`config.mk`:
```
export PLATFORM = sky130hd
export DESIGN_NAME = uart_control_and_data_regs
export DESIGN_NICKNAME = d
export VERILOG_FILES = /design/src/common/uart_pkg.sv /design/src/hdl/uart_control_and_data_regs.sv
export SDC_FILE = /design/constraint.sdc
export NUM_CORES = 1
export LEC_CHECK = 0
export BUFFER_PORTS_ARGS = -buffer_cell sky130_fd_sc_hd__buf_2
export CORE_ASPECT_RATIO = 0.5
export CORE_MARGIN = 3
export CORE_UTILIZATION = 37
export CTS_CLUSTER_DIAMETER = 60
export DETAILED_ROUTE_END_ITERATION = 6
export PLACE_DENSITY_LB_ADDON = 0.12
export SLEW_MARGIN = 30
export SYNTH_ARGS = -nofsm -noshare
export SYNTH_HDL_FRONTEND = slang
export SYNTH_SLANG_ARGS = --single-unit
```
`constraint.sdc`:
```
create_clock -name clk -period 5.4 [get_ports clk]
set_input_delay 0.81 -clock clk [delete_from_list [all_inputs] [get_ports clk]]
set_output_delay 0.81 -clock clk [all_outputs]
set_load 0.005 [all_outputs]
```
`src/common/uart_pkg.sv`:
```
// Register map, field positions, reset values and counts of the serial unit
// Function
// - Disable empties the character buffer and restarts the baud counter.
// - Disable clears enables, break and receive flags; sets both idle and empty flags.
// - Disable keeps all other control bits and the divider for re-enable.
// - Clearing function enable mid-transfer stops both directions at once.
// - Length select gives 8 or 9 data bits; ninth bits in dedicated fields.
// - Parity enable turns parity on; type selects even (0) or odd (1).
// - Stop select sends one stop bit (0) or two (1).
// - Break drives the line low at least 13 bit times until cleared.
// - Clearing transmit enable aborts, resets the transmitter, floats its pin.
// - Transmitter runs only with mode select, function enable, transmit enable.
// - Clearing receive enable aborts, resets the receiver; with single-wire and transmit on, the shared pin then sends.
// - Receiver runs only with mode select, function enable, receive enable.
// - Speed select picks divide by 64 (0) or 16 (1) with divider.
// - Address detect keeps words with address bit set and may interrupt.
// - Address detect drops words with address bit clear, no interrupt.
// - Pin falling edge wakes only with wake enable and unit clock stopped.
// - Receive interrupt enable lets overrun or data available set the request.
// - Idle interrupt enable lets transmitter idle set the request.
// - Empty interrupt enable lets transmitter empty set the request.
// - Single-wire off: shared pin receives only; on: role follows enables.
// - Single-wire with both enables set: shared pin only receives.
// - Data register writes transmit data, reads received data; unused bits zero.
// - Mode select bit chooses UART operation when 1.
// - Function enable low floats both serial pins.
// - NRZ frame: start, data LSB first, parity, stops; receiver checks one stop.
package uart_pkg;
   localparam logic [7:0] off_frame_control = 8'h00;
   localparam logic [7:0] off_enable_interrupt_control = 8'h04;
   localparam logic [7:0] off_single_wire_control = 8'h08;
   localparam logic [7:0] off_data_buffer = 8'h0c;
   localparam logic [7:0] off_status = 8'h10;
   localparam logic [7:0] off_baud_divider = 8'h14;
   localparam logic [7:0] off_serial_control = 8'h18;
   // Frame control fields
   localparam int fc_function_enable = 7;
   localparam int fc_data_length = 6;
   localparam int fc_parity_enable = 5;
   localparam int fc_parity_type = 4;
   localparam int fc_stop_bits = 3;
   localparam int fc_send_break = 2;
   localparam int fc_rx_ninth = 1;
   localparam int fc_tx_ninth = 0;
   // Enable and interrupt control fields
   localparam int ec_tx_enable = 7;
   localparam int ec_rx_enable = 6;
   localparam int ec_baud_speed = 5;
   localparam int ec_address_detect = 4;
   localparam int ec_pin_wake = 3;
   localparam int ec_rx_ie = 2;
   localparam int ec_tx_idle_ie = 1;
   localparam int ec_tx_empty_ie = 0;
   // Serial control fields
   localparam int sc_mode_select = 4;
   localparam int sc_request = 0;
   localparam int sc_wake = 1;
   // Status reset value: rx idle, tx idle, tx empty
   localparam logic [7:0] status_reset = 8'h0b;
   localparam logic [7:0] frame_control_reset = 8'h00;
   localparam logic [7:0] enable_interrupt_reset = 8'h00;
   localparam logic [7:0] baud_divider_reset = 8'h00;
   // Baud timing
   localparam logic [3:0] oversample_last = 4'hf;
   localparam logic [3:0] sample_mid = 4'h9;
   localparam logic [4:0] break_bits = 5'h0d;
   localparam logic [9:0] low_speed_factor = 10'h004;
endpackage : uart_pkg

```
`src/hdl/uart_control_and_data_regs.sv`:
```
// Serial unit: APB register file, baud generator, transmitter and receiver
module uart_control_and_data_regs (
   // Clock and reset
   input wire logic clk,
   input wire logic nrst,
   // APB slave
   input wire logic psel,
   input wire logic penable,
   input wire logic pwrite,
   input wire logic [7:0] paddr,
   input wire logic [31:0] pwdata,
   output logic [31:0] prdata,
   output logic pready,
   output logic pslverr,
   // Clock gating state of the unit
   input wire logic uart_clock_stopped,
   // Serial pins
   output logic transmit_pin_out,
   output logic transmit_pin_oe_n,
   input wire logic receive_shared_pin_in,
   output logic receive_shared_pin_out,
   output logic receive_shared_pin_oe_n,
   // Requests
   output logic serial_interrupt_request,
   output logic wake_request
);
   logic [7:0] frame_r, frame_nxt;
   logic [7:0] ctrl_r, ctrl_nxt;
   logic single_wire_r;
   logic mode_r;
   logic [7:0] divider_r;
   logic [7:0] rx_data_r;
   logic [7:0] tx_hold_r;
   logic tx_hold9_r;
   logic irq_r, wake_r;
   logic tx_empty_r, tx_idle_r, rx_avail_r, overrun_r, ferr_r, perr_r, noise_r;
   logic status_seen_r;
   logic [7:0] seen_r;
   logic rx_load, rx_idle;
   logic [9:0] rx_bits_r;

   wire wr = psel && penable && pwrite;
   wire rd = psel && penable && !pwrite;
   wire sel_frame = (paddr == uart_pkg::off_frame_control);
   wire sel_ctrl = (paddr == uart_pkg::off_enable_interrupt_control);
   wire sel_sw = (paddr == uart_pkg::off_single_wire_control);
   wire sel_data = (paddr == uart_pkg::off_data_buffer);
   wire sel_stat = (paddr == uart_pkg::off_status);
   wire sel_div = (paddr == uart_pkg::off_baud_divider);
   wire sel_sc = (paddr == uart_pkg::off_serial_control);
   wire mapped = sel_frame || sel_ctrl || sel_sw || sel_data || sel_stat || sel_div || sel_sc;

   wire func_en = frame_r[uart_pkg::fc_function_enable];
   wire nine = frame_r[uart_pkg::fc_data_length];
   wire par_en = frame_r[uart_pkg::fc_parity_enable];
   wire par_odd = frame_r[uart_pkg::fc_parity_type];
   wire two_stop = frame_r[uart_pkg::fc_stop_bits];
   wire brk = frame_r[uart_pkg::fc_send_break];
   wire active = mode_r && func_en;
   wire tx_run = active && ctrl_r[uart_pkg::ec_tx_enable];
   wire rx_run = active && ctrl_r[uart_pkg::ec_rx_enable];

   // Status snapshot so clear sequences only hit flags software saw
   wire [7:0] status = {perr_r, noise_r, ferr_r, overrun_r, rx_idle, rx_avail_r,
                        tx_idle_r, tx_empty_r};
   wire data_rd = rd && sel_data && status_seen_r;
   wire data_wr = wr && sel_data;

   assign pready = 1'b1;
   assign pslverr = psel && penable && !mapped;

   // Frame control: ninth rx bit is read-only, break cleared by disable
   always_comb begin
      frame_nxt = frame_r;
      if (wr && sel_frame) begin
         frame_nxt = {pwdata[7:2], frame_r[uart_pkg::fc_rx_ninth], pwdata[0]};
      end
      if (!frame_nxt[uart_pkg::fc_function_enable]) begin
         frame_nxt[uart_pkg::fc_send_break] = 1'b0;
      end
      if (rx_load) begin
         frame_nxt[uart_pkg::fc_rx_ninth] = rx_bits_r[8];
      end
   end

   always_comb begin
      ctrl_nxt = ctrl_r;
      if (wr && sel_ctrl) begin
         ctrl_nxt = pwdata[7:0];
      end
      if (!frame_nxt[uart_pkg::fc_function_enable]) begin
         ctrl_nxt[uart_pkg::ec_tx_enable] = 1'b0;
         ctrl_nxt[uart_pkg::ec_rx_enable] = 1'b0;
      end
   end

   // Other control bits keep their values over disable
   always_ff @(posedge clk or negedge nrst) begin
      if (!nrst) begin
         frame_r <= uart_pkg::frame_control_reset;
         ctrl_r <= uart_pkg::enable_interrupt_reset;
         single_wire_r <= 1'b0;
         mode_r <= 1'b0;
         divider_r <= uart_pkg::baud_divider_reset;
      end else begin
         frame_r <= frame_nxt;
         ctrl_r <= ctrl_nxt;
         if (wr && sel_sw) begin
            single_wire_r <= pwdata[0];
         end
         if (wr && sel_sc) begin
            mode_r <= pwdata[uart_pkg::sc_mode_select];
         end
         if (wr && sel_div) begin
            divider_r <= pwdata[7:0];
         end
      end
   end

   // Read mux; write-only ninth tx bit and unused bits read zero
   wire [7:0] rd_byte = sel_frame ? {frame_r[7:1], 1'b0} :
                        sel_ctrl ? ctrl_r :
                        sel_sw ? {7'h00, single_wire_r} :
                        sel_data ? rx_data_r :
                        sel_stat ? status :
                        sel_div ? divider_r :
                        sel_sc ? {3'h0, mode_r, 2'h0, wake_r, irq_r} : 8'h00;

   always_ff @(posedge clk or negedge nrst) begin
      if (!nrst) begin
         prdata <= 32'h00000000;
      end else if (psel && !penable && !pwrite) begin
         prdata <= {24'h000000, rd_byte};
      end
   end

   always_ff @(posedge clk or negedge nrst) begin
      if (!nrst) begin
         status_seen_r <= 1'b0;
         seen_r <= 8'h00;
      end else if (rd && sel_stat) begin
         status_seen_r <= 1'b1;
         seen_r <= status;
      end else if (psel && penable && sel_data) begin
         status_seen_r <= 1'b0;
      end
   end

   // Baud tick: 16 ticks per bit, tick every (N+1) or 4(N+1) clocks
   logic [9:0] baud_cnt_r;
   wire [9:0] div_n1 = {2'h0, divider_r} + 10'h001;
   wire [9:0] tick_period = ctrl_r[uart_pkg::ec_baud_speed] ? div_n1 :
                            10'((div_n1 * uart_pkg::low_speed_factor));
   wire tick = (baud_cnt_r >= tick_period - 10'h001);
   always_ff @(posedge clk or negedge nrst) begin
      if (!nrst) begin
         baud_cnt_r <= 10'h000;
      end else if (!active || tick) begin
         baud_cnt_r <= 10'h000;
      end else begin
         baud_cnt_r <= baud_cnt_r + 10'h001;
      end
   end

   // Transmitter
   typedef enum logic [1:0] {tx_off, tx_wait, tx_shift, tx_break} tx_state_e;
   tx_state_e tx_state_r;
   logic [12:0] tx_sr_r;
   logic [3:0] tx_left_r;
   logic [3:0] tx_phase_r;
   logic [4:0] brk_cnt_r;
   wire [8:0] tx_word = {tx_hold9_r & nine, tx_hold_r};
   wire tx_par = (nine ? ^tx_word : ^tx_hold_r) ^ par_odd;
   // Frame LSB first after start bit; unused high bits are idle ones
   wire [12:0] frame8 = par_en ? {3'h7, tx_par, tx_hold_r, 1'b0} : {4'hf, tx_hold_r, 1'b0};
   wire [12:0] frame9 = par_en ? {2'h3, tx_par, tx_word, 1'b0} : {3'h7, tx_word, 1'b0};
   wire [3:0] tx_len = 4'ha + {3'h0, nine} + {3'h0, par_en} + {3'h0, two_stop};
   wire bit_end = tick && (tx_phase_r == uart_pkg::oversample_last);
   wire tx_start = (tx_state_r == tx_wait) && !tx_empty_r;
   wire tx_done = (tx_state_r == tx_shift) && bit_end && (tx_left_r == 4'h1);

   always_ff @(posedge clk or negedge nrst) begin
      if (!nrst) begin
         tx_state_r <= tx_off;
         tx_sr_r <= 13'h1fff;
         tx_left_r <= 4'h0;
         tx_phase_r <= 4'h0;
         brk_cnt_r <= 5'h00;
      end else if (!tx_run) begin
         tx_state_r <= tx_off;
         tx_sr_r <= 13'h1fff;
         tx_phase_r <= 4'h0;
         tx_left_r <= 4'h0;
         brk_cnt_r <= 5'h00;
      end else begin
         if (tick) begin
            tx_phase_r <= tx_phase_r + 4'h1;
         end
         case (tx_state_r)
            tx_off: begin
               tx_state_r <= tx_wait;
            end
            tx_wait: begin
               tx_phase_r <= 4'h0;
               if (tx_start) begin
                  tx_state_r <= tx_shift;
                  tx_sr_r <= nine ? frame9 : frame8;
                  tx_left_r <= tx_len;
               end else if (brk) begin
                  tx_state_r <= tx_break;
                  brk_cnt_r <= 5'h00;
               end
            end
            tx_shift: begin
               if (bit_end) begin
                  tx_sr_r <= {1'b1, tx_sr_r[12:1]};
                  tx_left_r <= tx_left_r - 4'h1;
                  if (tx_done) begin
                     tx_state_r <= tx_wait;
                  end
               end
            end
            tx_break: begin
               if (bit_end && brk_cnt_r != uart_pkg::break_bits) begin
                  brk_cnt_r <= brk_cnt_r + 5'h01;
               end
               if (!brk && brk_cnt_r == uart_pkg::break_bits) begin
                  tx_state_r <= tx_wait;
               end
            end
            default: begin
               tx_state_r <= tx_off;
            end
         endcase
      end
   end
   wire tx_line = (tx_state_r == tx_break) ? 1'b0 : tx_sr_r[0];

   // Receiver: two-stage synchroniser, three-sample majority at mid bit
   logic rx_s1_r, rx_s2_r, rx_prev_r;
   logic rx_busy_r;
   logic [3:0] rx_phase_r, rx_idx_r;
   logic [1:0] rx_smp_r;
   logic rx_noisy_r;
   always_ff @(posedge clk or negedge nrst) begin
      if (!nrst) begin
         rx_s1_r <= 1'b1;
         rx_s2_r <= 1'b1;
         rx_prev_r <= 1'b1;
      end else begin
         rx_s1_r <= receive_shared_pin_in;
         rx_s2_r <= rx_s1_r;
         rx_prev_r <= rx_s2_r;
      end
   end
   assign rx_idle = !rx_busy_r;
   wire [3:0] rx_nbits = 4'h8 + {3'h0, nine} + {3'h0, par_en};
   wire maj = (rx_smp_r[1] & rx_smp_r[0]) | (rx_smp_r[1] & rx_s2_r) | (rx_smp_r[0] & rx_s2_r);
   wire bad = !(rx_smp_r[1] == rx_smp_r[0] && rx_smp_r[0] == rx_s2_r);
   wire rx_sample = rx_busy_r && tick && (rx_phase_r == uart_pkg::sample_mid);
   wire rx_stop = rx_sample && (rx_idx_r == rx_nbits + 4'h1);
   wire [8:0] rx_word = nine ? rx_bits_r[8:0] : {1'b0, rx_bits_r[7:0]};
   wire rx_par_bit = nine ? rx_bits_r[9] : rx_bits_r[8];
   wire rx_par_bad = par_en && ((^rx_word ^ par_odd) != rx_par_bit);
   wire addr_bit = nine ? rx_bits_r[8] : rx_bits_r[7];
   wire rx_keep = !ctrl_r[uart_pkg::ec_address_detect] || addr_bit;
   assign rx_load = rx_stop && rx_keep && !rx_avail_r;
   wire rx_over = rx_stop && rx_keep && rx_avail_r;

   always_ff @(posedge clk or negedge nrst) begin
      if (!nrst) begin
         rx_busy_r <= 1'b0;
         rx_phase_r <= 4'h0;
         rx_idx_r <= 4'h0;
         rx_bits_r <= 10'h000;
         rx_smp_r <= 2'h3;
         rx_noisy_r <= 1'b0;
      end else if (!rx_run) begin
         rx_busy_r <= 1'b0;
         rx_phase_r <= 4'h0;
         rx_idx_r <= 4'h0;
         rx_noisy_r <= 1'b0;
      end else if (!rx_busy_r) begin
         rx_phase_r <= 4'h0;
         rx_idx_r <= 4'h0;
         rx_noisy_r <= 1'b0;
         if (rx_prev_r && !rx_s2_r) begin
            rx_busy_r <= 1'b1;
         end
      end else if (tick) begin
         rx_phase_r <= rx_phase_r + 4'h1;
         rx_smp_r <= {rx_smp_r[0], rx_s2_r};
         if (rx_sample) begin
            rx_noisy_r <= rx_noisy_r | bad;
            if (rx_idx_r == 4'h0 && maj) begin
               rx_busy_r <= 1'b0; // False start
            end else if (rx_stop) begin
               rx_busy_r <= 1'b0;
            end else begin
               rx_idx_r <= rx_idx_r + 4'h1;
               if (rx_idx_r != 4'h0) begin
                  rx_bits_r[rx_idx_r - 4'h1] <= maj;
               end
            end
         end
      end
   end

   always_ff @(posedge clk or negedge nrst) begin
      if (!nrst) begin
         rx_data_r <= 8'h00;
      end else if (rx_load) begin
         rx_data_r <= rx_word[7:0];
      end
   end

   // Flags: hardware set wins over the software clear sequence
   wire stop_bad = rx_stop && !maj;
   always_ff @(posedge clk or negedge nrst) begin
      if (!nrst) begin
         {perr_r, noise_r, ferr_r, overrun_r, rx_avail_r} <= 5'h00;
         tx_empty_r <= 1'b1;
         tx_idle_r <= 1'b1;
         tx_hold_r <= 8'h00;
         tx_hold9_r <= 1'b0;
      end else if (!func_en) begin
         {perr_r, noise_r, ferr_r, overrun_r, rx_avail_r} <= 5'h00;
         tx_empty_r <= 1'b1;
         tx_idle_r <= 1'b1;
      end else begin
         if (data_wr) begin
            tx_hold_r <= pwdata[7:0];
            tx_hold9_r <= frame_r[uart_pkg::fc_tx_ninth];
         end
         if (!tx_run) begin
            tx_empty_r <= 1'b1;
         end else if (tx_start) begin
            tx_empty_r <= 1'b1;
         end else if (data_wr) begin
            tx_empty_r <= 1'b0;
         end
         if (tx_start || (tx_state_r == tx_break) || (data_wr && tx_run)) begin
            tx_idle_r <= 1'b0;
         end else if (tx_state_r == tx_wait && tx_empty_r) begin
            tx_idle_r <= 1'b1;
         end
         if (!rx_run) begin
            {perr_r, noise_r, ferr_r, overrun_r, rx_avail_r} <= 5'h00;
         end else if (rx_load) begin
            rx_avail_r <= 1'b1;
            perr_r <= rx_par_bad;
            ferr_r <= stop_bad;
            noise_r <= rx_noisy_r | bad;
         end else if (rx_over) begin
            overrun_r <= 1'b1;
         end else if (data_rd) begin
            rx_avail_r <= rx_avail_r & ~seen_r[2];
            overrun_r <= overrun_r & ~seen_r[4];
            ferr_r <= ferr_r & ~seen_r[5];
            noise_r <= noise_r & ~seen_r[6];
            perr_r <= perr_r & ~seen_r[7];
         end
      end
   end

   // Shared request: sticky, cleared by writing one
   logic tx_idle_d_r, tx_empty_d_r;
   wire pin_fall = rx_prev_r && !rx_s2_r;
   wire wake_ev = ctrl_r[uart_pkg::ec_pin_wake] && uart_clock_stopped && pin_fall;
   wire irq_ev = (ctrl_r[uart_pkg::ec_rx_ie] && (rx_load || rx_over)) ||
                 (ctrl_r[uart_pkg::ec_tx_idle_ie] && tx_idle_r && !tx_idle_d_r) ||
                 (ctrl_r[uart_pkg::ec_tx_empty_ie] && tx_empty_r && !tx_empty_d_r) ||
                 wake_ev;
   wire sc_clr = wr && sel_sc;
   always_ff @(posedge clk or negedge nrst) begin
      if (!nrst) begin
         irq_r <= 1'b0;
         wake_r <= 1'b0;
         tx_idle_d_r <= 1'b1;
         tx_empty_d_r <= 1'b1;
      end else begin
         tx_idle_d_r <= tx_idle_r;
         tx_empty_d_r <= tx_empty_r;
         if (irq_ev) begin
            irq_r <= 1'b1;
         end else if (sc_clr && pwdata[uart_pkg::sc_request]) begin
            irq_r <= 1'b0;
         end
         if (wake_ev) begin
            wake_r <= 1'b1;
         end else if (sc_clr && pwdata[uart_pkg::sc_wake]) begin
            wake_r <= 1'b0;
         end
      end
   end
   assign serial_interrupt_request = irq_r;
   assign wake_request = wake_r;

   // Pins: single-wire sends on the shared pin only when receive is off
   wire sw_tx = single_wire_r && !ctrl_r[uart_pkg::ec_rx_enable];
   assign transmit_pin_out = tx_line;
   assign transmit_pin_oe_n = !(tx_run && !single_wire_r);
   assign receive_shared_pin_out = tx_line;
   assign receive_shared_pin_oe_n = !(tx_run && sw_tx);
endmodule : uart_control_and_data_regs

```
# Word level (Yosys, flattened, before mapping)
# Cells that the tools add are included.
[word_totals] reg_bits=134
[classes] addsub=15 magnitude_cmp=3 n_eq_ne=41 muxes=106 bitwise_logic=21 n_reduce_logical=103
[ops] cell="8-bit 2-to-1 mux" n=8
[ops] cell="4-bit 2-to-1 mux" n=15
[ops] cell="1-bit 2-to-1 mux" n=56
[ops] cell="1-bit logical AND" n=51
[ops] cell="13-bit 2-to-1 mux" n=3
[ops] cell="3-bit != test, second input constant" n=11
[ops] cell="10-bit 2-to-1 mux" n=3
[ops] cell="13-bit case mux with 2 select lines" n=1
[ops] cell="5-bit 2-to-1 mux" n=5
[ops] cell="8-bit by 5-bit equality test with 1-bit output, second input constant" n=3
[ops] cell="11-bit 2-to-1 mux" n=2
[ops] cell="1-bit logical NOT" n=18
[ops] cell="9-bit parity" n=2
[ops] cell="4-bit by 1-bit adder with 4-bit output, second input constant" n=4
[ops] cell="8-bit by 4-bit equality test with 1-bit output, second input constant" n=2
[ops] cell="1-bit logical OR" n=14
[ops] cell="2-bit 2-to-1 mux" n=7
[ops] cell="4-bit by 1-bit adder with 4-bit output" n=3
[ops] cell="3-bit by 1-bit != test with 1-bit output, second input constant" n=4
[ops] cell="4-bit AND reduction" n=3
[ops] cell="10-bit by 1-bit adder with 10-bit output, second input constant" n=1
[ops] cell="10-bit bitwise mux" n=1
[ops] cell="10-bit >= comparator" n=1
[ops] cell="5-bit case mux with 2 select lines" n=1
[ops] cell="39 further kinds" n=70

# Logic depth before layout (Yosys ltp)
# Gate-level depths: netlist of run 1.
[logic_depth] word_depth=15 depth_mapped=18

# Worst setup path before layout of run 1
# OpenSTA, ideal clock, no wires.
[synth_path] path_type="register to register" start="register divider_r[0]" end="register ferr_r" setup_time_ns=0.124 arrival_time_ns=3.524 required_time_ns=5.276 setup_slack_ns=1.752 stages_incl_launch_ff=16 n_path_buf=2 synth_period_minus_slack_ns=3.648 cell_sequence="dfrtp_1 ha_1 xor2_1 mux2_2 a2111oi_4 nand3_1 nor3_2 xnor2_1 ha_1 a21o_1 a211o_1 buf_2 and4_1 buf_2 and4_1 a211o_1"
[synth_between] elab_chain_cells=12 word_cells_on_any_way=17 cone_classes="add/sub: 2; order compare: 1; eq/ne: 2; mux: 4; reduce/logical: 8"
[synth_rtl] item="from (decl)" line="uart_control_and_data_regs.sv:31" rtl="logic [7:0] divider_r;"
[synth_rtl] item="from (signal assigned)" line="uart_control_and_data_regs.sv:104" rtl="divider_r <= uart_pkg::baud_divider_reset;"
[synth_rtl] item="from (signal assigned)" line="uart_control_and_data_regs.sv:115" rtl="divider_r <= pwdata[7:0];"
[synth_rtl] item="8-bit by 1-bit adder with 9-bit output *" line="uart_control_and_data_regs.sv:151" rtl="wire [9:0] div_n1 = {2'h0, divider_r} + 10'h001;"
[synth_rtl] item="10-bit 2-to-1 mux *" line="uart_control_and_data_regs.sv:152" rtl="wire [9:0] tick_period = ctrl_r[uart_pkg::ec_baud_speed] ? div_n1 :"
[synth_rtl] item="10-bit by 1-bit subtractor with 10-bit output *" line="uart_control_and_data_regs.sv:154" rtl="wire tick = (baud_cnt_r >= tick_period - 10'h001);"
[synth_rtl] item="10-bit >= comparator *" line="uart_control_and_data_regs.sv:154"
[synth_rtl] item="1-bit logical AND * (2 in series)" line="uart_control_and_data_regs.sv:260" rtl="wire rx_sample = rx_busy_r && tick && (rx_phase_r == uart_pkg::sample_mid);"
[synth_rtl] item="1-bit logical AND *" line="uart_control_and_data_regs.sv:261" rtl="wire rx_stop = rx_sample && (rx_idx_r == rx_nbits + 4'h1);"
[synth_rtl] item="1-bit logical AND" line="uart_control_and_data_regs.sv:267, uart_control_and_data_regs.sv:268"
[synth_rtl] item="1-bit logical AND" line="uart_control_and_data_regs.sv:267" rtl="assign rx_load = rx_stop && rx_keep && !rx_avail_r;"
[synth_rtl] item="1-bit 2-to-1 mux" line="uart_control_and_data_regs.sv:349" rtl="end else if (rx_load) begin"
[synth_rtl] item="1-bit 2-to-1 mux" line="uart_control_and_data_regs.sv:347" rtl="if (!rx_run) begin"
[synth_rtl] item="1-bit 2-to-1 mux" line="uart_control_and_data_regs.sv:326" rtl="end else if (!func_en) begin"
[synth_rtl] item="to (signal assigned)" line="uart_control_and_data_regs.sv:352" rtl="ferr_r <= stop_bad;"
[synth_rtl] item="to (signal assigned)" line="uart_control_and_data_regs.sv:359" rtl="ferr_r <= ferr_r & ~seen_r[5];"
[synth_rtl] item="to (decl)" line="uart_control_and_data_regs.sv:36" rtl="logic tx_empty_r, tx_idle_r, rx_avail_r, overrun_r, ferr_r, perr_r, noise_r;"
# Mark *: on every way between the ends. The rest lies on a longest branch, timed or not.
# A chain may end at the register's enable or synchronous reset.

# Worst setup path in the final report of run 1
[layout_path] start="register divider_r[0]" end="register rx_data_r[3]"
[layout_between] elab_chain_cells=9
[layout_rtl] item="8-bit by 1-bit adder with 9-bit output" line="uart_control_and_data_regs.sv:151"
[layout_rtl] item="10-bit 2-to-1 mux" line="uart_control_and_data_regs.sv:152"
[layout_rtl] item="10-bit by 1-bit subtractor with 10-bit output" line="uart_control_and_data_regs.sv:154"
[layout_rtl] item="10-bit >= comparator" line="uart_control_and_data_regs.sv:154"
[layout_rtl] item="1-bit logical AND (2 in series)" line="uart_control_and_data_regs.sv:260"
[layout_rtl] item="1-bit logical AND" line="uart_control_and_data_regs.sv:261"
[layout_rtl] item="1-bit logical AND (2 in series)" line="uart_control_and_data_regs.sv:267"
[layout_rtl] item="to (signal assigned)" line="uart_control_and_data_regs.sv:313" rtl="rx_data_r <= rx_word[7:0];"
[layout_rtl] item="to (decl)" line="uart_control_and_data_regs.sv:32" rtl="logic [7:0] rx_data_r;"
# Every way passes these cells.

==> impl_metrics.csv, run 1 <==
group,metric,value,unit
clock_network,cts_setup_buffers,0,
synthesis,synth-xor-area-share,5.78,%
floorplanning,dieArea,22300,sq um
placement,globalplace.congestion,0.829,
route,totalWireLength,18700,um
clock_network,cts_htree_levels,4,
clock_network,cts.sink_count,129,
grt,grt_use_total,17.4,%
worst_setup_path,cp_max_fo,11,
worst_setup_path,start_kind,"flop",
worst_setup_path,r2r_slack,990,ps
synthesis,synthSimpleGateAreaFrac,17.2,%
placement,place_hpwl,13400,um
worst_setup_path,r2r_cells,13,
timing,setup_viol,0,
placement,port_buffers,37,
route,via_per_inst,5.33,
timing,fin_crit_sh,81.7,%
floorplanning,die_height,107,um
worst_setup_path,worstSetupPathType,"flop to flop",
timing,report.final.slew_viol_count,0,
floorplanning,rows,36,
worst_setup_path,r2r_start,"divider_r[0]$_DFFE_PN0P_",
synthesis,synth_area_per_cell,10.2,sq um
pwr,total_power,2300,uW
route,num_vias,5601,
synthesis,ys_top_cells_by_count,"dfrtp_1 (109), nand2_1 (66), nor2_1 (54), mux2_2 (53), nand3_1 (41)",
route,drc,0,
clock_network,max-clock-path-buffers,2,
synthesis,synth_top_family_by_area,"simple AND/OR/NAND/NOR gates",
grt,grt_pass1_vias,5519,
clock_network,cts.repair.resized,0,
route,wl_per_cell,17.8,um
cells_and_area,nets,849,
synthesis,synth-edff-count,0,
floorplanning,die-width,208,um
clock_network,clk_pin_slew,60,ps
synthesis,synth_most_common_cell,"dfrtp_1",
worst_setup_path,crit_path_end_kind,"flop",
worst_setup_path,cp-startpoint,"divider_r[0]$_DFFE_PN0P_",
clock_network,cts_tree,"done",
pwr,ir_worst_vdd,0.000163,V
synthesis,ys_async_sr_fraction,100,%
worst_setup_path,cp-endpoint,"rx_data_r[3]$_DFFE_PN0N_",
timing,whs,355,ps
cells_and_area,multi_input_area,3970,sq um
grt,grt_use_met3,3.33,%
worst_setup_path,r2r-end,"rx_data_r[3]$_DFFE_PN0N_",
clock_network,ctsHoldBuffers,0,
min_path,hold_depth,0,
cells_and_area,drive_above_1_share,22.4,%
timing,skew,10.5,ps
synthesis,synth_top_cell_by_area,"dfrtp_1",
synthesis,ys_types,75,
timing,final_hold_viol_count,0,
timing,relSlewSlack,41.6,%
worst_setup_path,arrival,4710,ps
cells_and_area,regArea,3250,sq um
floorplanning,start_util,38.3,%
status,status,"completed",
floorplanning,pin_count,87,
grt,met1_usage,25.9,%
cells_and_area,n_fill_cell,1897,
pwr,p_per_area,273,nW/um^2
cells_and_area,diodes,0,
clock_network,cts_made_buffers,17,
grt,grt_start_max_net_pins,88,
grt,met2_usage,25.9,%
synthesis,synth.area.top_cells,"dfrtp_1 (36%), mux2_2 (7.9%), dfstp_2 (6.9%)",
timing,clock.fmax,0.227,GHz
synthesis,synth_seq_cells,129,
synthesis,synth_seq_area_share,43.0,%
route,ant_nets,0,
worst_setup_path,crit_required,5700,ps
route,drtIter0Drc,333,
synthesis,synthCells,746,
timing,rsz0062_at_grt,"false",
synthesis,synthAdderAreaFrac,5.22,%
job,max_cap_viol_count,0,
synthesis,syn_area,7570,sq um
clock_network,clock_latency,420,ps
grt,antenna_found_initial,0,
floorplanning,fp.coreArea,19800,sq um
pwr,p_leak,0.00361,uW
timing,min_period,4410,ps
synthesis,synth.top_cell.area_share,36.0,%
synthesis,synth_compound_area_share,11.9,%
grt,busiest_layer,"met1",
cells_and_area,syn_to_final_growth,11.5,%
route,first_pass_iters,5,
synthesis,muxShareOfSynthArea,11.0,%
timing,tns,0,ps
grt,grt_pass1_wl,30700,um
synthesis,yosysWarnings,0,
grt,grt-ovfl-total,0,
min_path,hp-class,"flop to flop",
synthesis,synth_flop_cell,"dfrtp_1",
clock_network,root_buffer,"clkbuf_16",
timing,worst_pin_slew,876,ps
==> layout make-up <==
| type | instances | share of cell area, % |
|---|---|---|
| inverters | 19 | 0.844 |
| repair buffers | 42 | 2.71 |
| well taps | 266 | 3.94 |
| clock inverters | 14 | 1.84 |
| multi-input cells | 562 | 46.9 |
| clock buffers | 18 | 5.20 |
| flip-flops and latches | 129 | 38.5 |
==> how the worst min path moves through the flow <==
stage	start	endpoint	slack (ps)
floorplan	rx_s1_r$_DFF_PN1_	rx_s2_r$_DFF_PN1_	350
global placement	rx_s1_r$_DFF_PN1_	rx_s2_r$_DFF_PN1_	350
detailed placement	rx_s1_r$_DFF_PN1_	rx_s2_r$_DFF_PN1_	350
CTS	rx_s1_r$_DFF_PN1_	rx_s2_r$_DFF_PN1_	360
global route	rx_s1_r$_DFF_PN1_	rx_s2_r$_DFF_PN1_	360
finish	rx_s1_r$_DFF_PN1_	rx_s2_r$_DFF_PN1_	350
==> power by group <==
part	internal, uW	switching (uW)	leakage, uW
clock network	697	478	0.000276
logic	43.8	81.7	0.00164
registers	985	18.4	0.00169
==> per-layer routing <==
metal / share of wire (%) / wire length [um]
met2: 44 / 8200
met3: 3.1 / 585
met4: 0.24 / 45
met1: 53 / 9870
met5: 0 / 0
==> placed cells by master (no fill, tap or decap), types with 10 or more instances in the layout <==
cell,n
xor2_1,16
o21ai_0,28
ha_1,30
a21oi_1,39
mux2i_1,20
and3_1,12
buf_2,36
nand4_1,10
nor2_1,53
mux2_2,53
xnor2_1,34
nor3_1,17
dfrtp_1,109
nand3_1,41
nand2_1,66
dfstp_2,20
clkbuf_16,17
conb_1,25
inv_1,19
==> cells by family after synthesis <==
| family | Yosys count |
|---|---|
| simple gates | 251 |
| other cells | 2 |
| flops | 129 |
| mux | 76 |
| xor+xnor | 50 |
| compound gates | 129 |
| buf+inv | 78 |
| fa+ha+maj | 31 |
==> flip-flops by register name (all words and copies together), names as in the netlist, 2 cells and up <==
signal	flops
frame_r	8
tx_hold_r	8
tx_phase_r	4
tx_state_r	2
baud_cnt_r	10
rx_smp_r	2
rx_phase_r	4
rx_bits_r	10
tx_sr_r	11
ctrl_r	8
tx_left_r	4
divider_r	8
brk_cnt_r	5
rx_idx_r	4
rx_data_r	8
prdata	8
seen_r	5
==> through the flow <==
step | setup WS, ps | cells | instance area, sq um | utilization, %
4_1_cts | 996 | 1050 | 8450 | 42.7
2_1_floorplan | 1750 | 769 | 7660 | -
3_5_place_dp | 1020 | 1018 | 7850 | 39.7
5_1_grt | 764 | 1050 | 8450 | 42.7
6_report | 988 | 1050 | 8450 | 42.7
3_3_place_gp | 1100 | 1018 | 7850 | 39.7
==> worst max-delay path, cell delays in order, from the launching register on <==
cell and delay [ps]:
dfrtp_1 490, ha_1 290, xor2_1 170, mux2_2 300, a2111oi_4 340, nand3_1 180
xor2_1 190, ha_1 320, and3_1 210, nand3_1 100, o211ai_2 190, and4_1 510
nor2b_2 600, mux2_2 400
No activity file was read; power rests on OpenSTA's default activity.
==> inputs of run 2 (changes only) <==
clock period = 3.5 ns   (was 5.4 ns; I/O delays follow)
==> impl_metrics.csv, run 2 (synthesis gave the netlist of run 1 again) <==
group,metric,value,unit
status,status,"finished, violations left",
status,violations,"negative setup slack",
route,drtIter0Drc,408,
timing,setup_viol,57,
worst_setup_path,crit_required,3800,ps
worst_setup_path,r2r_cells,14,
pwr,p_per_area,382,nW/um^2
cells_and_area,drive_above_1_share,35.6,%
cells_and_area,mostFrequentLayoutCells,"dfrtp_1 (106), nand2_1 (62), nor2_1 (46)",
route,drc,0,
timing,fin_crit_sh,103,%
grt,grt-ovfl-total,0,
cells_and_area,mostFrequentLayoutCell,"dfrtp_1",
route,ant_nets,0,
worst_setup_path,path_buf_inv,1,
worst_setup_path,crit_path_end_kind,"flop",
floorplanning,dieArea,22300,sq um
grt,grt_use_total,18.3,%
route,first_pass_iters,5,
timing,worst_pin_slew,716,ps
worst_setup_path,path_cells,"ha_4 > xor2_2 > mux2_4 > a2111oi_4 > nand3_2 > xor2_1 > ha_1 > and3_4 > nand3_4 > o211ai_4 > and4_4 > nor2b_4 > buf_6 > mux2_4",
clock_network,ctsHoldBuffers,0,
worst_setup_path,cp_max_fo,6,
floorplanning,pin_count,87,
placement,place_area,8190,sq um
worst_setup_path,r2r-end,"frame_r[1]$_DFFE_PN0N_",
cells_and_area,final_cell_area,9700,sq um
cells_and_area,diodes,0,
worst_setup_path,timing.critical_path.max_delay_family,"simple AND/OR/NAND/NOR gates",
cells_and_area,nets,910,
floorplanning,fp.coreArea,19800,sq um
floorplanning,die-width,208,um
cells_and_area,n_fill_cell,1812,
timing,skew,11.5,ps
min_path,hp-class,"input port to asynchronous set/reset pin",
clock_network,cts_made_buffers,17,
pwr,p_leak,0.00412,uW
worst_setup_path,worstSetupPathType,"flop to flop",
timing,whs,94.0,ps
grt,antenna_found_initial,0,
grt,grt_pass1_vias,5752,
pwr,ir_worst_vdd,0.000318,V
worst_setup_path,path_common_cell,"mux2_4",
job,max_cap_viol_count,0,
cells_and_area,largest_reg_flops,11,
timing,relSlewSlack,52.1,%
route,num_vias,5895,
clock_network,max-clock-path-buffers,2,
timing,final_hold_viol_count,0,
worst_setup_path,critPathMaxStageDelay,460,ps
grt,grt_start_max_net_pins,64,
floorplanning,start_util,38.3,%
clock_network,cts.sink_count,129,
floorplanning,rows,36,
placement,port_buffers,37,
floorplanning,die_height,107,um
clock_network,clock_latency,430,ps
route,wl_per_cell,18.0,um
clock_network,cts_htree_levels,4,
worst_setup_path,slowest_stage,"dfrtp_2",
route,totalWireLength,20000,um
worst_setup_path,arrival,3920,ps
worst_setup_path,cp.depth,14,
route,via_per_inst,5.31,
grt,grt_pass1_wl,32400,um
worst_setup_path,start_kind,"flop",
cells_and_area,syn_to_final_growth,28.1,%
cells_and_area,regMostFlops,"tx_sr_r",
worst_setup_path,r2r_slack,-120,ps
clock_network,clk_pin_slew,60,ps
timing,min_period,3620,ps
timing,report.final.slew_viol_count,0,
placement,globalplace.congestion,0.833,
cells_and_area,reg_top3,"tx_sr_r (11), baud_cnt_r (10), rx_bits_r (10)",
clock_network,root_buffer,"clkbuf_16",
worst_setup_path,r2r_start,"divider_r[0]$_DFFE_PN0P_",
placement,place_hpwl,13800,um
timing,rsz0062_at_grt,"true",
timing,setup_slack,-122,ps
clock_network,cts_tree,"done",
timing,clock.fmax,0.276,GHz
[run 2: worst max-delay path by stage]
stage	end	startpoint	slack (ps)
after global placement	rx_data_r[2]$_DFFE_PN0N_	divider_r[0]$_DFFE_PN0P_	-240
final	frame_r[1]$_DFFE_PN0N_	divider_r[0]$_DFFE_PN0P_	-120
after global routing	brk_cnt_r[3]$_DFFE_PN0P_	divider_r[0]$_DFFE_PN0P_	-310
after floorplan	ferr_r$_DFFE_PN0P_	ctrl_r[5]$_DFFE_PN0P_	0.9
after CTS	frame_r[1]$_DFFE_PN0N_	divider_r[1]$_DFFE_PN0P_	-190
after detailed placement	rx_data_r[6]$_DFFE_PN0N_	divider_r[0]$_DFFE_PN0P_	-290
[run 2: layout make-up]
class	count	area [sq um]	area share, %
Clock buffer	24	482	4.96
Clock inverter	8	153	1.57
Inverter	19	71.3	0.735
Multi-Input combinational cell	564	4580	47.2
Sequential cell	129	3260	33.6
Tap cell	266	333	3.43
Timing Repair Buffer	101	832	8.58
[run 2: repair_timing]
item                       4_1_cts  5_1_grt
pin swaps                       39       46
setup endpoints to repair       68       73
gates cloned                     5        0
setup buffers                   14        6
resized for setup               83       72
[run 2: layer usage]
metal | wire (um) | vias up | GRT usage, %
met4 | 127 | 0 | 3.46
met1 | 10100 | 2988 | 26.9
met5 | 0 | - | 0
li1 | - | 2802 | -
met3 | 781 | 8 | 4.21
met2 | 8990 | 97 | 27.8
[run 2: where the power goes]
part / total (uW) / internal, uW / switching, uW
logic: 238 / 96.4 / 142
registers: 1550 / 1520 / 27.9
clock network: 1920 / 1250 / 664
total: 3700 / 2870 / 834
[run 2: through the flow]
| stage | worst slack, ps | cells | power, uW | TNS [ps] | utilization [%] |
|---|---|---|---|---|---|
| 3_5_place_dp | -292 | 1060 | 1780 | -9830 | 41.4 |
| 3_3_place_gp | -241 | 1060 | 1780 | -7800 | 41.4 |
| 6_report | -122 | 1111 | 3700 | -3420 | 49.1 |
| 4_1_cts | -189 | 1109 | 3720 | -3520 | 47.4 |
| 2_1_floorplan | 0.920 | 769 | 1680 | 0 | - |
| 5_1_grt | -312 | 1111 | 3840 | -13180 | 49.1 |
